--- src/rtl/addr_decode_pkg.sv ---
// constants shared by the physical address decoder
package addr_decode_pkg;

   // ************************************************
   // internal register windows
   // ************************************************
   localparam int NUM_WIN = 23;

   localparam int IDX_BUS_CTRL = 0;
   localparam int IDX_DMA_ADDR1 = 1;
   localparam int IDX_DMA_CTRL = 2;
   localparam int IDX_CLK_MASK = 3;
   localparam int IDX_INT_CTRL1 = 4;
   localparam int IDX_INT_CTRL2 = 5;
   localparam int IDX_PWR1 = 6;
   localparam int IDX_PWR2 = 7;
   localparam int IDX_TIME1 = 8;
   localparam int IDX_TIME2 = 9;
   localparam int IDX_GPIO1 = 10;
   localparam int IDX_GPIO2 = 11;
   localparam int IDX_LED = 12;
   localparam int IDX_CSER1 = 13;
   localparam int IDX_CSER2 = 14;
   localparam int IDX_DMA_ADDR2 = 15;
   localparam int IDX_SDRAM = 16;
   localparam int IDX_SERIAL = 17;
   localparam int IDX_DBG_SERIAL = 18;
   localparam int IDX_IR1 = 19;
   localparam int IDX_IR2 = 20;
   localparam int IDX_PCI = 21;
   localparam int IDX_SYS_CTRL = 22;

   localparam logic [31:0] WIN_LO [NUM_WIN] = '{
      32'h0F00_0000, 32'h0F00_0020, 32'h0F00_0040, 32'h0F00_0060, 32'h0F00_0080, 32'h0F00_00A0,
      32'h0F00_00C0, 32'h0F00_00E0, 32'h0F00_0100, 32'h0F00_0120, 32'h0F00_0140, 32'h0F00_0160,
      32'h0F00_0180, 32'h0F00_01A0, 32'h0F00_01C0, 32'h0F00_01E0, 32'h0F00_0400, 32'h0F00_0800,
      32'h0F00_0820, 32'h0F00_0840, 32'h0F00_0860, 32'h0F00_0C00, 32'h0F00_1000};
   localparam logic [31:0] WIN_HI [NUM_WIN] = '{
      32'h0F00_001F, 32'h0F00_003F, 32'h0F00_005F, 32'h0F00_007F, 32'h0F00_009F, 32'h0F00_00BF,
      32'h0F00_00DF, 32'h0F00_00FF, 32'h0F00_011F, 32'h0F00_013F, 32'h0F00_015F, 32'h0F00_017F,
      32'h0F00_019F, 32'h0F00_01BF, 32'h0F00_01DF, 32'h0F00_01FF, 32'h0F00_041F, 32'h0F00_081F,
      32'h0F00_083F, 32'h0F00_085F, 32'h0F00_087F, 32'h0F00_0DFF, 32'h0F00_101F};
   localparam logic [31:0] INT_IO_LO = 32'h0F00_0000;
   localparam logic [31:0] INT_IO_HI = 32'h0F00_13FF;

   // ************************************************
   // external i/o windows
   // ************************************************
   localparam logic [31:0] EXT_IO1_LO = 32'h0C00_0000;
   localparam logic [31:0] EXT_IO1_HI = 32'h0DFF_FFFF;
   localparam logic [31:0] EXT_IO0_LO = 32'h0A00_0000;
   localparam logic [31:0] EXT_IO0_HI = 32'h0BFF_FFFF;

   // ************************************************
   // dram bank capacity codes
   // ************************************************
   localparam logic [2:0] CODE_8MB = 3'h2;
   localparam logic [2:0] CODE_16MB = 3'h3;
   localparam logic [2:0] CODE_32MB = 3'h4;
   localparam logic [2:0] CODE_64MB = 3'h5;
   localparam logic [31:0] CAP_8MB = 32'h0080_0000;
   localparam logic [31:0] CAP_16MB = 32'h0100_0000;
   localparam logic [31:0] CAP_32MB = 32'h0200_0000;
   localparam logic [31:0] CAP_64MB = 32'h0400_0000;
   localparam logic [31:0] DRAM_BASE = 32'h0000_0000;

   // ************************************************
   // apb register map
   // ************************************************
   localparam logic [7:0] OFS_MEM_SIZE = 8'h00;
   localparam logic [7:0] OFS_STATUS = 8'h04;
   localparam logic [7:0] OFS_DRAM_TOP = 8'h08;
   localparam int CODE0_POS = 0;
   localparam int CODE1_POS = 4;
   localparam int CODE2_POS = 8;
   localparam int CODE3_POS = 12;
   localparam int STAT_WIDE_POS = 0;
   localparam int STAT_ORDER_POS = 1;
   localparam logic [2:0] CODE_RESET = 3'h2;

endpackage

--- src/rtl/physical_address_decoder.sv ---
// physical address decoder: internal windows, external i/o selects, dram banks
//
// Function
// - 0x0F000000-0x0F00001F selects bus control unit window.
// - 0x0F000020-0x0F00003F selects first dma address unit window.
// - 0x0F000040-0x0F00005F selects dma control unit window.
// - 0x0F000060-0x0F00007F selects clock mask unit window.
// - interrupt control windows at 0x0F000080 and 0x0F0000A0, 32 bytes each.
// - power management windows at 0x0F0000C0 and 0x0F0000E0, 32 bytes each.
// - timekeeping windows at 0x0F000100 and 0x0F000120, 32 bytes each.
// - general i/o windows at 0x0F000140 and 0x0F000160, 32 bytes each.
// - 0x0F000180-0x0F00019F selects led control unit window.
// - clocked serial windows at 0x0F0001A0 and 0x0F0001C0, 32 bytes each.
// - 0x0F0001E0-0x0F0001FF selects second dma address unit window.
// - 0x0F000400-0x0F00041F selects sdram control unit window.
// - serial port at 0x0F000800, debug serial port at 0x0F000820.
// - fast infrared windows at 0x0F000840 and 0x0F000860, 32 bytes each.
// - pci bridge 0x0F000C00-0x0F000DFF, system control 0x0F001000-0x0F00101F.
// - reserved internal gaps select no peripheral.
// - ext select 1 for 0x0C000000-0x0DFFFFFF, select 0 for 0x0A000000-0x0BFFFFFF.
// - four dram banks; wide bus puts banks 2 and 3 in expansion space.
// - wide bus strap: 0 is 16-bit mode, 1 is 32-bit mode.
// - capacity codes 2,3,4,5 mean 8,16,32,64 MB.
// - banks stacked contiguously upward from address 0, bank 0 first.
`timescale 1ns/1ps

module physical_address_decoder (
   input wire logic clk,
   input wire logic srst,
   // processor side
   input wire logic addr_valid,
   input wire logic [31:0] phys_addr,
   input wire logic wide_bus_strap,
   // internal windows
   output logic bus_control_unit_sel,
   output logic dma_address_unit_1_sel,
   output logic dma_control_unit_sel,
   output logic clock_mask_unit_sel,
   output logic interrupt_control_unit_1_sel,
   output logic interrupt_control_unit_2_sel,
   output logic power_mgmt_unit_1_sel,
   output logic power_mgmt_unit_2_sel,
   output logic timekeeping_unit_1_sel,
   output logic timekeeping_unit_2_sel,
   output logic general_io_unit_1_sel,
   output logic general_io_unit_2_sel,
   output logic led_control_unit_sel,
   output logic clocked_serial_unit_1_sel,
   output logic clocked_serial_unit_2_sel,
   output logic dma_address_unit_2_sel,
   output logic sdram_control_unit_sel,
   output logic serial_port_unit_sel,
   output logic debug_serial_unit_sel,
   output logic fast_infrared_unit_1_sel,
   output logic fast_infrared_unit_2_sel,
   output logic pci_bridge_unit_sel,
   output logic system_control_unit_sel,
   // external i/o and dram
   output logic ext_io_select_0,
   output logic ext_io_select_1,
   output logic dram_bank_select_0,
   output logic dram_bank_select_1,
   output logic dram_rom_bank_select_2,
   output logic dram_rom_bank_select_3,
   output logic dram_expansion_space,
   output logic wide_bus_mode,
   // apb slave
   input wire logic psel,
   input wire logic penable,
   input wire logic pwrite,
   input wire logic [7:0] paddr,
   input wire logic [31:0] pwdata,
   output logic [31:0] prdata,
   output logic pready,
   output logic pslverr
);

   // ************************************************
   // helpers
   // ************************************************
   function automatic logic in_range(input logic [31:0] a, input logic [31:0] lo, input logic [31:0] hi);
      in_range = (a >= lo) && (a <= hi);
   endfunction

   // invalid codes give an empty bank so a bad setting never aliases another bank
   function automatic logic [31:0] cap_bytes(input logic [2:0] code);
      case (code)
         addr_decode_pkg::CODE_8MB: cap_bytes = addr_decode_pkg::CAP_8MB;
         addr_decode_pkg::CODE_16MB: cap_bytes = addr_decode_pkg::CAP_16MB;
         addr_decode_pkg::CODE_32MB: cap_bytes = addr_decode_pkg::CAP_32MB;
         addr_decode_pkg::CODE_64MB: cap_bytes = addr_decode_pkg::CAP_64MB;
         default: cap_bytes = 32'h0000_0000;
      endcase
   endfunction

   // ************************************************
   // strap synchroniser
   // ************************************************
   logic strap_meta_ff;
   logic strap_sync_ff;

   always_ff @(posedge clk) begin
      if (srst) begin
         strap_meta_ff <= 1'b0;
         strap_sync_ff <= 1'b0;
      end else begin
         strap_meta_ff <= wide_bus_strap;
         strap_sync_ff <= strap_meta_ff;
      end
   end

   assign wide_bus_mode = strap_sync_ff;

   // ************************************************
   // memory size register
   // ************************************************
   logic [2:0] code0_ff;
   logic [2:0] code1_ff;
   logic [2:0] code2_ff;
   logic [2:0] code3_ff;
   logic wr_acc;

   // a write lands only at the access edge, never in setup
   assign wr_acc = psel && penable && pwrite;

   always_ff @(posedge clk) begin
      if (srst) begin
         code0_ff <= addr_decode_pkg::CODE_RESET;
         code1_ff <= addr_decode_pkg::CODE_RESET;
         code2_ff <= addr_decode_pkg::CODE_RESET;
         code3_ff <= addr_decode_pkg::CODE_RESET;
      end else if (wr_acc && paddr == addr_decode_pkg::OFS_MEM_SIZE) begin
         code0_ff <= pwdata[addr_decode_pkg::CODE0_POS +: 3];
         code1_ff <= pwdata[addr_decode_pkg::CODE1_POS +: 3];
         code2_ff <= pwdata[addr_decode_pkg::CODE2_POS +: 3];
         code3_ff <= pwdata[addr_decode_pkg::CODE3_POS +: 3];
      end
   end

   // ************************************************
   // internal and external i/o decode
   // ************************************************
   logic [addr_decode_pkg::NUM_WIN-1:0] win_hit;
   logic int_hit;
   logic ext1_hit;
   logic ext0_hit;

   always_comb begin
      for (int i = 0; i < addr_decode_pkg::NUM_WIN; i++) begin
         // gaps fall through every window and match nothing
         win_hit[i] = addr_valid && in_range(phys_addr, addr_decode_pkg::WIN_LO[i],
                                             addr_decode_pkg::WIN_HI[i]);
      end
   end

   // windows are disjoint, so at most one win_hit bit is high
   assign int_hit = |win_hit;
   assign ext1_hit = addr_valid && in_range(phys_addr, addr_decode_pkg::EXT_IO1_LO, addr_decode_pkg::EXT_IO1_HI);
   assign ext0_hit = addr_valid && in_range(phys_addr, addr_decode_pkg::EXT_IO0_LO, addr_decode_pkg::EXT_IO0_HI);

   assign bus_control_unit_sel = win_hit[addr_decode_pkg::IDX_BUS_CTRL];
   assign dma_address_unit_1_sel = win_hit[addr_decode_pkg::IDX_DMA_ADDR1];
   assign dma_control_unit_sel = win_hit[addr_decode_pkg::IDX_DMA_CTRL];
   assign clock_mask_unit_sel = win_hit[addr_decode_pkg::IDX_CLK_MASK];
   assign interrupt_control_unit_1_sel = win_hit[addr_decode_pkg::IDX_INT_CTRL1];
   assign interrupt_control_unit_2_sel = win_hit[addr_decode_pkg::IDX_INT_CTRL2];
   assign power_mgmt_unit_1_sel = win_hit[addr_decode_pkg::IDX_PWR1];
   assign power_mgmt_unit_2_sel = win_hit[addr_decode_pkg::IDX_PWR2];
   assign timekeeping_unit_1_sel = win_hit[addr_decode_pkg::IDX_TIME1];
   assign timekeeping_unit_2_sel = win_hit[addr_decode_pkg::IDX_TIME2];
   assign general_io_unit_1_sel = win_hit[addr_decode_pkg::IDX_GPIO1];
   assign general_io_unit_2_sel = win_hit[addr_decode_pkg::IDX_GPIO2];
   assign led_control_unit_sel = win_hit[addr_decode_pkg::IDX_LED];
   assign clocked_serial_unit_1_sel = win_hit[addr_decode_pkg::IDX_CSER1];
   assign clocked_serial_unit_2_sel = win_hit[addr_decode_pkg::IDX_CSER2];
   assign dma_address_unit_2_sel = win_hit[addr_decode_pkg::IDX_DMA_ADDR2];
   assign sdram_control_unit_sel = win_hit[addr_decode_pkg::IDX_SDRAM];
   assign serial_port_unit_sel = win_hit[addr_decode_pkg::IDX_SERIAL];
   assign debug_serial_unit_sel = win_hit[addr_decode_pkg::IDX_DBG_SERIAL];
   assign fast_infrared_unit_1_sel = win_hit[addr_decode_pkg::IDX_IR1];
   assign fast_infrared_unit_2_sel = win_hit[addr_decode_pkg::IDX_IR2];
   assign pci_bridge_unit_sel = win_hit[addr_decode_pkg::IDX_PCI];
   assign system_control_unit_sel = win_hit[addr_decode_pkg::IDX_SYS_CTRL];
   assign ext_io_select_1 = ext1_hit;
   assign ext_io_select_0 = ext0_hit;

   // ************************************************
   // dram bank decode
   // ************************************************
   // four 64 MB banks reach into i/o space; i/o windows win there so one select stays
   logic [31:0] bank_end0;
   logic [31:0] bank_end1;
   logic [31:0] bank_end2;
   logic [31:0] bank_end3;
   logic dram_ok;
   // the top reaches 256 MB at most, so the running sums cannot wrap

   always_comb begin
      bank_end0 = addr_decode_pkg::DRAM_BASE + cap_bytes(code0_ff);
      bank_end1 = bank_end0 + cap_bytes(code1_ff);
      bank_end2 = bank_end1 + cap_bytes(code2_ff);
      bank_end3 = bank_end2 + cap_bytes(code3_ff);
   end

   assign dram_ok = addr_valid && !int_hit && !ext1_hit && !ext0_hit &&
                    !in_range(phys_addr, addr_decode_pkg::INT_IO_LO, addr_decode_pkg::INT_IO_HI);
   assign dram_bank_select_0 = dram_ok && phys_addr < bank_end0;
   assign dram_bank_select_1 = dram_ok && phys_addr >= bank_end0 && phys_addr < bank_end1;
   assign dram_rom_bank_select_2 = dram_ok && phys_addr >= bank_end1 && phys_addr < bank_end2;
   assign dram_rom_bank_select_3 = dram_ok && phys_addr >= bank_end2 && phys_addr < bank_end3;
   assign dram_expansion_space = strap_sync_ff && (dram_rom_bank_select_2 || dram_rom_bank_select_3);

   // ************************************************
   // apb read side
   // ************************************************
   logic codes_ordered;
   logic [31:0] nxt_prdata;
   logic [31:0] prdata_ff;
   logic mapped;

   // high while the codes keep the non-increasing order software must keep
   assign codes_ordered = (code0_ff >= code1_ff) && (code1_ff >= code2_ff) && (code2_ff >= code3_ff);

   always_comb begin
      nxt_prdata = 32'h0000_0000;
      mapped = 1'b1;
      case (paddr)
         addr_decode_pkg::OFS_MEM_SIZE: begin
            nxt_prdata[addr_decode_pkg::CODE0_POS +: 3] = code0_ff;
            nxt_prdata[addr_decode_pkg::CODE1_POS +: 3] = code1_ff;
            nxt_prdata[addr_decode_pkg::CODE2_POS +: 3] = code2_ff;
            nxt_prdata[addr_decode_pkg::CODE3_POS +: 3] = code3_ff;
         end
         addr_decode_pkg::OFS_STATUS: begin
            nxt_prdata[addr_decode_pkg::STAT_WIDE_POS] = strap_sync_ff;
            nxt_prdata[addr_decode_pkg::STAT_ORDER_POS] = codes_ordered;
         end
         addr_decode_pkg::OFS_DRAM_TOP: begin
            nxt_prdata = bank_end3;
         end
         default: begin
            mapped = 1'b0;
         end
      endcase
   end

   // sampled in the setup cycle so the access cycle sees a flop
   always_ff @(posedge clk) begin
      if (srst) begin
         prdata_ff <= 32'h0000_0000;
      end else if (psel && !penable) begin
         prdata_ff <= nxt_prdata;
      end
   end

   assign prdata = prdata_ff;
   // zero wait: read data is ready by the access cycle
   assign pready = 1'b1;
   // setup never flags an error, only the access cycle
   assign pslverr = psel && penable && !mapped;

   // ************************************************
   // checks
   // ************************************************
   // dram is kept out of the whole internal block, gaps included
   logic [28:0] all_sel;
   assign all_sel = {win_hit, ext1_hit, ext0_hit, dram_bank_select_0, dram_bank_select_1,
                     dram_rom_bank_select_2, dram_rom_bank_select_3};
endmodule

--- config.mk ---
export PLATFORM = sky130hd
export DESIGN_NAME = physical_address_decoder
export DESIGN_NICKNAME = d
export VERILOG_FILES = /design/src/rtl/addr_decode_pkg.sv /design/src/rtl/physical_address_decoder.sv
export SDC_FILE = /design/constraint.sdc
export NUM_CORES = 1
export LEC_CHECK = 0
export BUFFER_PORTS_ARGS = -buffer_cell sky130_fd_sc_hd__buf_2
export CORE_MARGIN = 2
export CORE_UTILIZATION = 43
export CTS_CLUSTER_DIAMETER = 60
export CTS_CLUSTER_SIZE = 8
export DETAILED_ROUTE_END_ITERATION = 10
export PLACE_DENSITY = 0.82
export SLEW_MARGIN = 20
export SYNTH_ARGS = -nofsm -noshare
export SYNTH_HDL_FRONTEND = slang
export SYNTH_SLANG_ARGS = --single-unit
export TNS_END_PERCENT = 10
--- constraint.sdc ---
create_clock -name clk -period 4.4 [get_ports clk]
set_input_delay 0.22 -clock clk [delete_from_list [all_inputs] [get_ports clk]]
set_output_delay 0.22 -clock clk [all_outputs]
set_load 0.05 [all_outputs]
==> metrics.csv, run 1 <==
metric;value;unit
Startpoint Class;flip-flop;
Tightest Pin Transition;1.031;ns
vias in the first global route;3418;
Final Max Tran Viols;0;
TritonCTS buffer count;5;
Relative slew margins;30.73;%
WS Path Type;flip-flop to output port;
Top FF cell, synth;dfxtp_1;
final period utilization;106.6;%
largest net degree at the start of global routing;33;
VDD IR-drop max;268.0;uV
synthesized area;0.003154;sq mm
Clock transition at path regs;0.07;ns
failing checks;negative setup slack;
Avg Cell Area, Syn;7.546;sq um
Initial Utilization;43.96;%
fraction of synthesis flops using an asynchronous set or reset pin;0;%
CP arrival;4.47;ns
num rows;31;
GRT overflow;0;
fin cells;656;
Syn Inst Count;418;
core area;0.007176;sq mm
final setup TNS;-0.5163;ns
post-route cell area;0.004312;sq mm
Crit-path slowest cell;dfxtp_2;
Final min period;4.690;ns
Pleak;1.971;nW
commonest non-fill, non-tap cells in the layout;buf_2, nor2_1, buf_4;
RSZ-0062 raised after global routing;yes;
Seq/Total Area, Yosys;20.94;%
Layout fillers;634;
die height;89.65;um
placed inst area;0.004013;sq mm
Pre-Repair DR Iteration Count;5;
Residual DRC;0;
Via-to-Cell Ratio;5.404;
Finish-stage setup viols;2;
Crit path required time;4.18;ns
Routed WL per cell;14.13;um
Routed WL;9267;um
first-pass GRT wire length;14810;um
Yosys top cell area share;20.94;%
# hold bufs at CTS;0;
htree depth;2;
port buffer count;109;
number of synthesis warnings;0;
Hold Fails Final Rpt;0;
Max Cap Violations;0;
number of library cell types mapped by synthesis;59;
Clock Skews;0.005673;ns
CP Capture Type;output port;
worst-skew pair later-pin latency;0.29;ns
CTS Root Cell;clkbuf_8;
cell accounting for the most synthesized area;dfxtp_1;
DIE WIDTH;89.65;um
slowest stage delay, CP;0.34;ns
full die area;0.008036;sq mm
Power Dens Cells;157.7;mW/mm^2
Starting DRT DRC Count;106;
remaining antenna violation count;0;
fmax;213.2;MHz
P&R area growth vs syn;36.69;%
layout cells sized above 1;36.62;%
Inst Count DP;645;
status;complete, but fails checks;
Tot GR Track Use;23.13;%
clk sinks;33;
Cell Chain, Critical Path;inv_2, nor3_4, ha_2, inv_2, fa_2, xnor2_1, ha_1, buf_4, a21oi_2, and3_4, nor2_2, buf_4, or2_4, nand2_2, xnor2_2, ha_2, and4_1, o21ai_0, a21oi_1, nor3_1, o31a_2, o21a_4, buf_8;
Worst Slack Setup Final;-0.2895;ns
Ports;144;
EDFF count, synth;0;
vias;3545;
Worst Path Max Fanout;3;
n_diodes;0;
Final HPWL DP;7332;um
FF+latch count, synth;33;
worst hold path type;input port to flip-flop;
GPL Wtd Cong;0.8581;
initial antenna violation count;0;
reg-to-reg setup timing slack;0.93;ns
pre-CTS setup slack;-0.2472;ns
most common cell after layout, fill and taps aside;buf_2;
clk buf depth;2;
TritonCTS clock tree;yes;
hold slack;0.1520;ns
Area contributors post-synth;dfxtp_1, ha_1, nor2_1, a21oi_1, nor3_1;
final net count;678;
[path summary, 6_finish.rpt]
kind,start,end,depth (start not counted)
setup reg to reg,code0_ff[1]$_SDFFE_PP1P_,prdata[26]$_SDFFE_PP0P_,16
hold reg to reg,strap_meta_ff$_SDFF_PP0_,wide_bus_mode$_SDFF_PP0_,1
setup / recovery,code0_ff[1]$_SDFFE_PP1P_,dram_expansion_space,23
hold / removal,pwdata[1],code0_ff[1]$_SDFFE_PP1P_,3
[registers in the layout, indices dropped and copies added, names as in the netlist]
signal / flops
code0_ff: 3
code1_ff: 3
strap_meta_ff: 1
prdata: 19
code3_ff: 3
wide_bus_mode: 1
code2_ff: 3
[synth_stat cells, types with 2 or more instances]
master / instances
nor4_1: 7
a22oi_1: 10
nor2_1: 61
and3_1: 3
or4_4: 2
buf_4: 14
ha_1: 40
fa_1: 3
nor3_1: 25
nand2_1: 26
dfxtp_1: 33
or4_1: 2
nor2b_1: 4
nand4_1: 3
o21ai_0: 9
inv_1: 32
clkbuf_1: 10
conb_1: 2
a21o_1: 4
nand2b_1: 13
a211o_1: 2
mux2i_1: 9
nand3_1: 14
xnor2_1: 8
a211oi_1: 2
or3_1: 8
nand3b_1: 3
o211ai_1: 6
nor3b_1: 2
o211a_1: 2
a2111oi_0: 2
xor2_1: 3
a21oi_1: 25
a31oi_1: 2
and4_1: 2
or2_2: 2
[metrics by stage]
step	util, %	total power, W
2_1_floorplan	-	0.0003941
6_report	60.09	0.0006801
4_1_cts	58.97	0.0006830
3_5_place_dp	55.92	0.0004310
3_3_place_gp	55.92	0.0004268
5_1_grt	60.09	0.0007091
[metal layers]
| layer | GRT usage [%] | up-vias | routed length (um) |
|---|---|---|---|
| met5 | 0 | - | 0 |
| met4 | 6.784 | 0 | 164 |
| met3 | 3.199 | 16 | 599 |
| met2 | 44.39 | 156 | 4723 |
| met1 | 26.26 | 1638 | 3779 |
| li1 | - | 1735 | - |
[worst max-delay path, delay by kind of cell, from the launching register on]
| family | cells | cell delay [ns] |
|---|---|---|
| adder cells (fa/ha/maj) | 4 | 1.18 |
| AND/OR/NAND/NOR | 7 | 1.14 |
| AO/OA/AOI/OAI | 5 | 0.62 |
| buffers and inverters | 5 | 0.53 |
| XOR/XNOR | 2 | 0.35 |
| flip-flops | 1 | 0.34 |
[kinds of logic after synthesis]
group | after synthesis | share of synthesized area, %
AND/OR/NAND/NOR | 186 | 30.58
other | 2 | 0.2381
AO/OA/AOI/OAI | 76 | 15.95
multiplexers | 9 | 2.856
buffers and inverters | 58 | 8.608
adder cells (fa/ha/maj) | 43 | 17.77
flip-flops | 33 | 20.94
XOR/XNOR | 11 | 3.055
[final cells by class]
class / instances / area, sq um / share of cell area (%)
Sequential cell: 33 / 668.1 / 15.50
Timing Repair Buffer: 145 / 828.3 / 19.21
Multi-Input combinational cell: 339 / 2470 / 57.28
Clock inverter: 1 / 5.005 / 0.1161
Tap cell: 99 / 123.9 / 2.873
Clock buffer: 7 / 96.34 / 2.234
Inverter: 32 / 120.1 / 2.786
[timing repair]
action                                  4_1_cts  5_1_grt
setup buffers                                 2        1
endpoints found under the setup margin        2        3
hold endpoints to repair                      0        0
resized for setup                            23       13
pin swaps                                     8        6
[report_power, final]
group	switching (W)	internal, W	total [W]	leakage (nW)
registers	0.000000729	0.000299	0.000300	0.267
logic	0.0000876	0.0000417	0.000129	1.65
clock network	0.000110	0.000141	0.000251	0.0542
total	0.000198	0.000482	0.000680	1.97
Power figures use the tool's default switching activity.
==> run 2, diff against run 1 <==
--- a/config.mk
+++ b/config.mk
@@ -5,13 +5,15 @@
 export SDC_FILE = /design/constraint.sdc
 export NUM_CORES = 1
 export LEC_CHECK = 0
+export ABC_AREA = 1
 export BUFFER_PORTS_ARGS = -buffer_cell sky130_fd_sc_hd__buf_2
+export CORE_ASPECT_RATIO = 1.2
 export CORE_MARGIN = 2
-export CORE_UTILIZATION = 43
+export CORE_UTILIZATION = 46
 export CTS_CLUSTER_DIAMETER = 60
 export CTS_CLUSTER_SIZE = 8
 export DETAILED_ROUTE_END_ITERATION = 10
-export PLACE_DENSITY = 0.82
+export PLACE_DENSITY = 0.83
 export SLEW_MARGIN = 20
 export SYNTH_ARGS = -nofsm -noshare
 export SYNTH_HDL_FRONTEND = slang
==> run 2 against run 1 <==
Effect of this change:
- the run now ends clean
- global-route usage increased by 0.35 points
- register-to-register slack improved by 0.33 ns
- utilization decreased by 1.4 points
- combinational power increased by 62%
==> metrics.csv, run 2 <==
metric;value;unit
vias;4277;
number of synthesis warnings;0;
Power Dens Cells;151.7;mW/mm^2
EDFF count, synth;0;
Tightest Pin Transition;0.7491;ns
Ports;144;
WS Path Type;flip-flop to output port;
post-layout util;58.73;%
Final HPWL DP;8854;um
fraction of synthesis flops using an asynchronous set or reset pin;0;%
Pre-Repair DR Iteration Count;5;
Routed WL per cell;13.80;um
hold slack;0.1510;ns
Startpoint Class;flip-flop;
final net count;814;
Clock transition at path regs;0.07;ns
TritonCTS buffer count;5;
final period utilization;99.61;%
Clock Skews;0.003277;ns
worst-skew pair later-pin latency;0.29;ns
final setup TNS;0;ns
Routed WL;11110;um
cell accounting for the most synthesized area;dfxtp_1;
Tot Pwr;0.0007303;W
VDD IR-drop max;192.7;uV
Cell Chain, Critical Path;nor3_4, ha_2, inv_2, fa_2, fa_2, fa_2, xnor2_2, inv_1, ha_1, a21oi_1, a21boi_1, o21ai_1, a21oi_2, nor2_2, nand3_2, a21oi_2, buf_6;
GPL Wtd Cong;0.9066;
Yosys top cell area share;16.88;%
worst hold path type;input port to flip-flop;
clk sinks;33;
largest net degree at the start of global routing;25;
Area contributors post-synth;dfxtp_1, ha_1, nand2_1, inv_1, a21oi_1;
Hold Fails Final Rpt;0;
Worst Path Max Fanout;5;
Finish-stage setup viols;0;
adder-cell share of the synthesized area;14.32;%
RSZ-0062 raised after global routing;yes;
port buffer count;109;
most frequent cell after synthesis;nand2_1;
Relative slew margins;50.00;%
Top FF cell, synth;dfxtp_1;
Post-Synth Simple-Gate Area;33.89;%
commonest non-fill, non-tap cells in the layout;buf_2, nand2_1, inv_1;
post-route cell area;0.004815;sq mm
CP Capture Type;output port;
slowest stage delay, CP;0.56;ns
status;finished, final reports clean;
Synth Area in XOR/XNOR;1.311;%
clk buf depth;2;
Initial Utilization;47.74;%
placed inst area;0.004532;sq mm
num rows;36;
synthesized area;0.003914;sq mm
Starting DRT DRC Count;195;
mux share of post-synthesis cell area;0;%
first-pass GRT wire length;17990;um
number of library cell types mapped by synthesis;61;
FF+latch count, synth;33;
remaining antenna violation count;0;
GRT overflow;0;
Crit path required time;4.18;ns
fmax;228.2;MHz
n_diodes;0;
CP arrival;4.16;ns
most common cell after layout, fill and taps aside;buf_2;
vias in the first global route;4126;
most used cell, CP;fa_2;
full die area;0.009265;sq mm
Post-synth top cells;nand2_1, inv_1, nor2_1;
Max Cap Violations;0;
htree depth;2;
WP buf/inv;3;
P&R area growth vs syn;23.02;%
Tot GR Track Use;23.47;%
core area;0.008198;sq mm
Top delay family on crit path;adder cells;
main combinational cell family by area after synthesis;simple AND/OR/NAND/NOR gates;
TritonCTS clock tree;yes;
Avg Cell Area, Syn;6.818;sq um
Crit-path slowest cell;fa_2;
Final Max Tran Viols;0;
Via-to-Cell Ratio;5.313;
Final min period;4.383;ns
Largest register FFs;19;
compound-cell area share of the yosys netlist;19.05;%
Seq/Total Area, Yosys;16.88;%
Pleak;2.362;nW
Syn Inst Count;574;
layout cells sized above 1;34.59;%
Residual DRC;0;
DIE WIDTH;88.20;um
initial antenna violation count;0;
die height;105.0;um
CTS Root Cell;clkbuf_8;
[run 2: worst paths after layout]
path / from / to / slack [ns] / depth (start not counted)
hold / removal: pwdata[9] / code2_ff[1]$_SDFFE_PP1P_ / 0.15 / 3
setup reg to reg: code0_ff[2]$_SDFFE_PP0P_ / prdata[28]$_SDFFE_PP0P_ / 1.26 / 16
setup / recovery: code0_ff[2]$_SDFFE_PP0P_ / dram_expansion_space / 0.02 / 17
hold reg to reg: strap_meta_ff$_SDFF_PP0_ / wide_bus_mode$_SDFF_PP0_ / 0.41 / 2
[run 2: layout make-up]
class	instances	area [sq um]
Timing Repair Buffer	123	663.1
Tap cell	114	142.6
Multi-Input combinational cell	427	2875
Fill cell	776	3383
Inverter	102	390.4
Clock inverter	1	5.005
Clock buffer	5	68.82
Sequential cell	33	669.4
[run 2: metrics by stage]
stage | setup slack (ns) | instances
6_report | 0.01720 | 805
3_5_place_dp | -0.04991 | 792
4_1_cts | -0.01191 | 803
5_1_grt | -0.2219 | 805
3_3_place_gp | 0.1083 | 792
2_1_floorplan | 0.2044 | 586
[run 2: kinds of logic after synthesis]
logic type | Yosys count
AND/OR/NAND/NOR | 254
buffers and inverters | 126
AO/OA/AOI/OAI | 111
adder cells (fa/ha/maj) | 43
flip-flops | 33
XOR/XNOR | 5
other | 2
[run 2: tightest hold or removal path, stage by stage]
cell and delay (ns):
buf_2 0.07, nand2_1 0.05, o211ai_1 0.07
[run 2: what timing repair did]
action                                  4_1_cts  5_1_grt
hold buffers                                  0        0
hold endpoints to repair                      0        0
gates cloned                                  0        0
pin swaps                                    14       16
setup buffers                                 5        2
gates resized for setup                      21       21
endpoints found under the setup margin        2        3
[run 2: power breakdown]
group / switching (W) / internal, W
Sequential: 0.00000302 / 0.000305
Combinational: 0.000153 / 0.0000560
Clock: 0.000109 / 0.000104
[run 2: routing by layer]
metal	vias up	global-route usage, %	wire length [um]
met2	154	43.29	5712
met3	28	3.081	598
met1	1963	26.85	4532
met5	-	0	0
met4	0	8.117	267
li1	2132	-	-
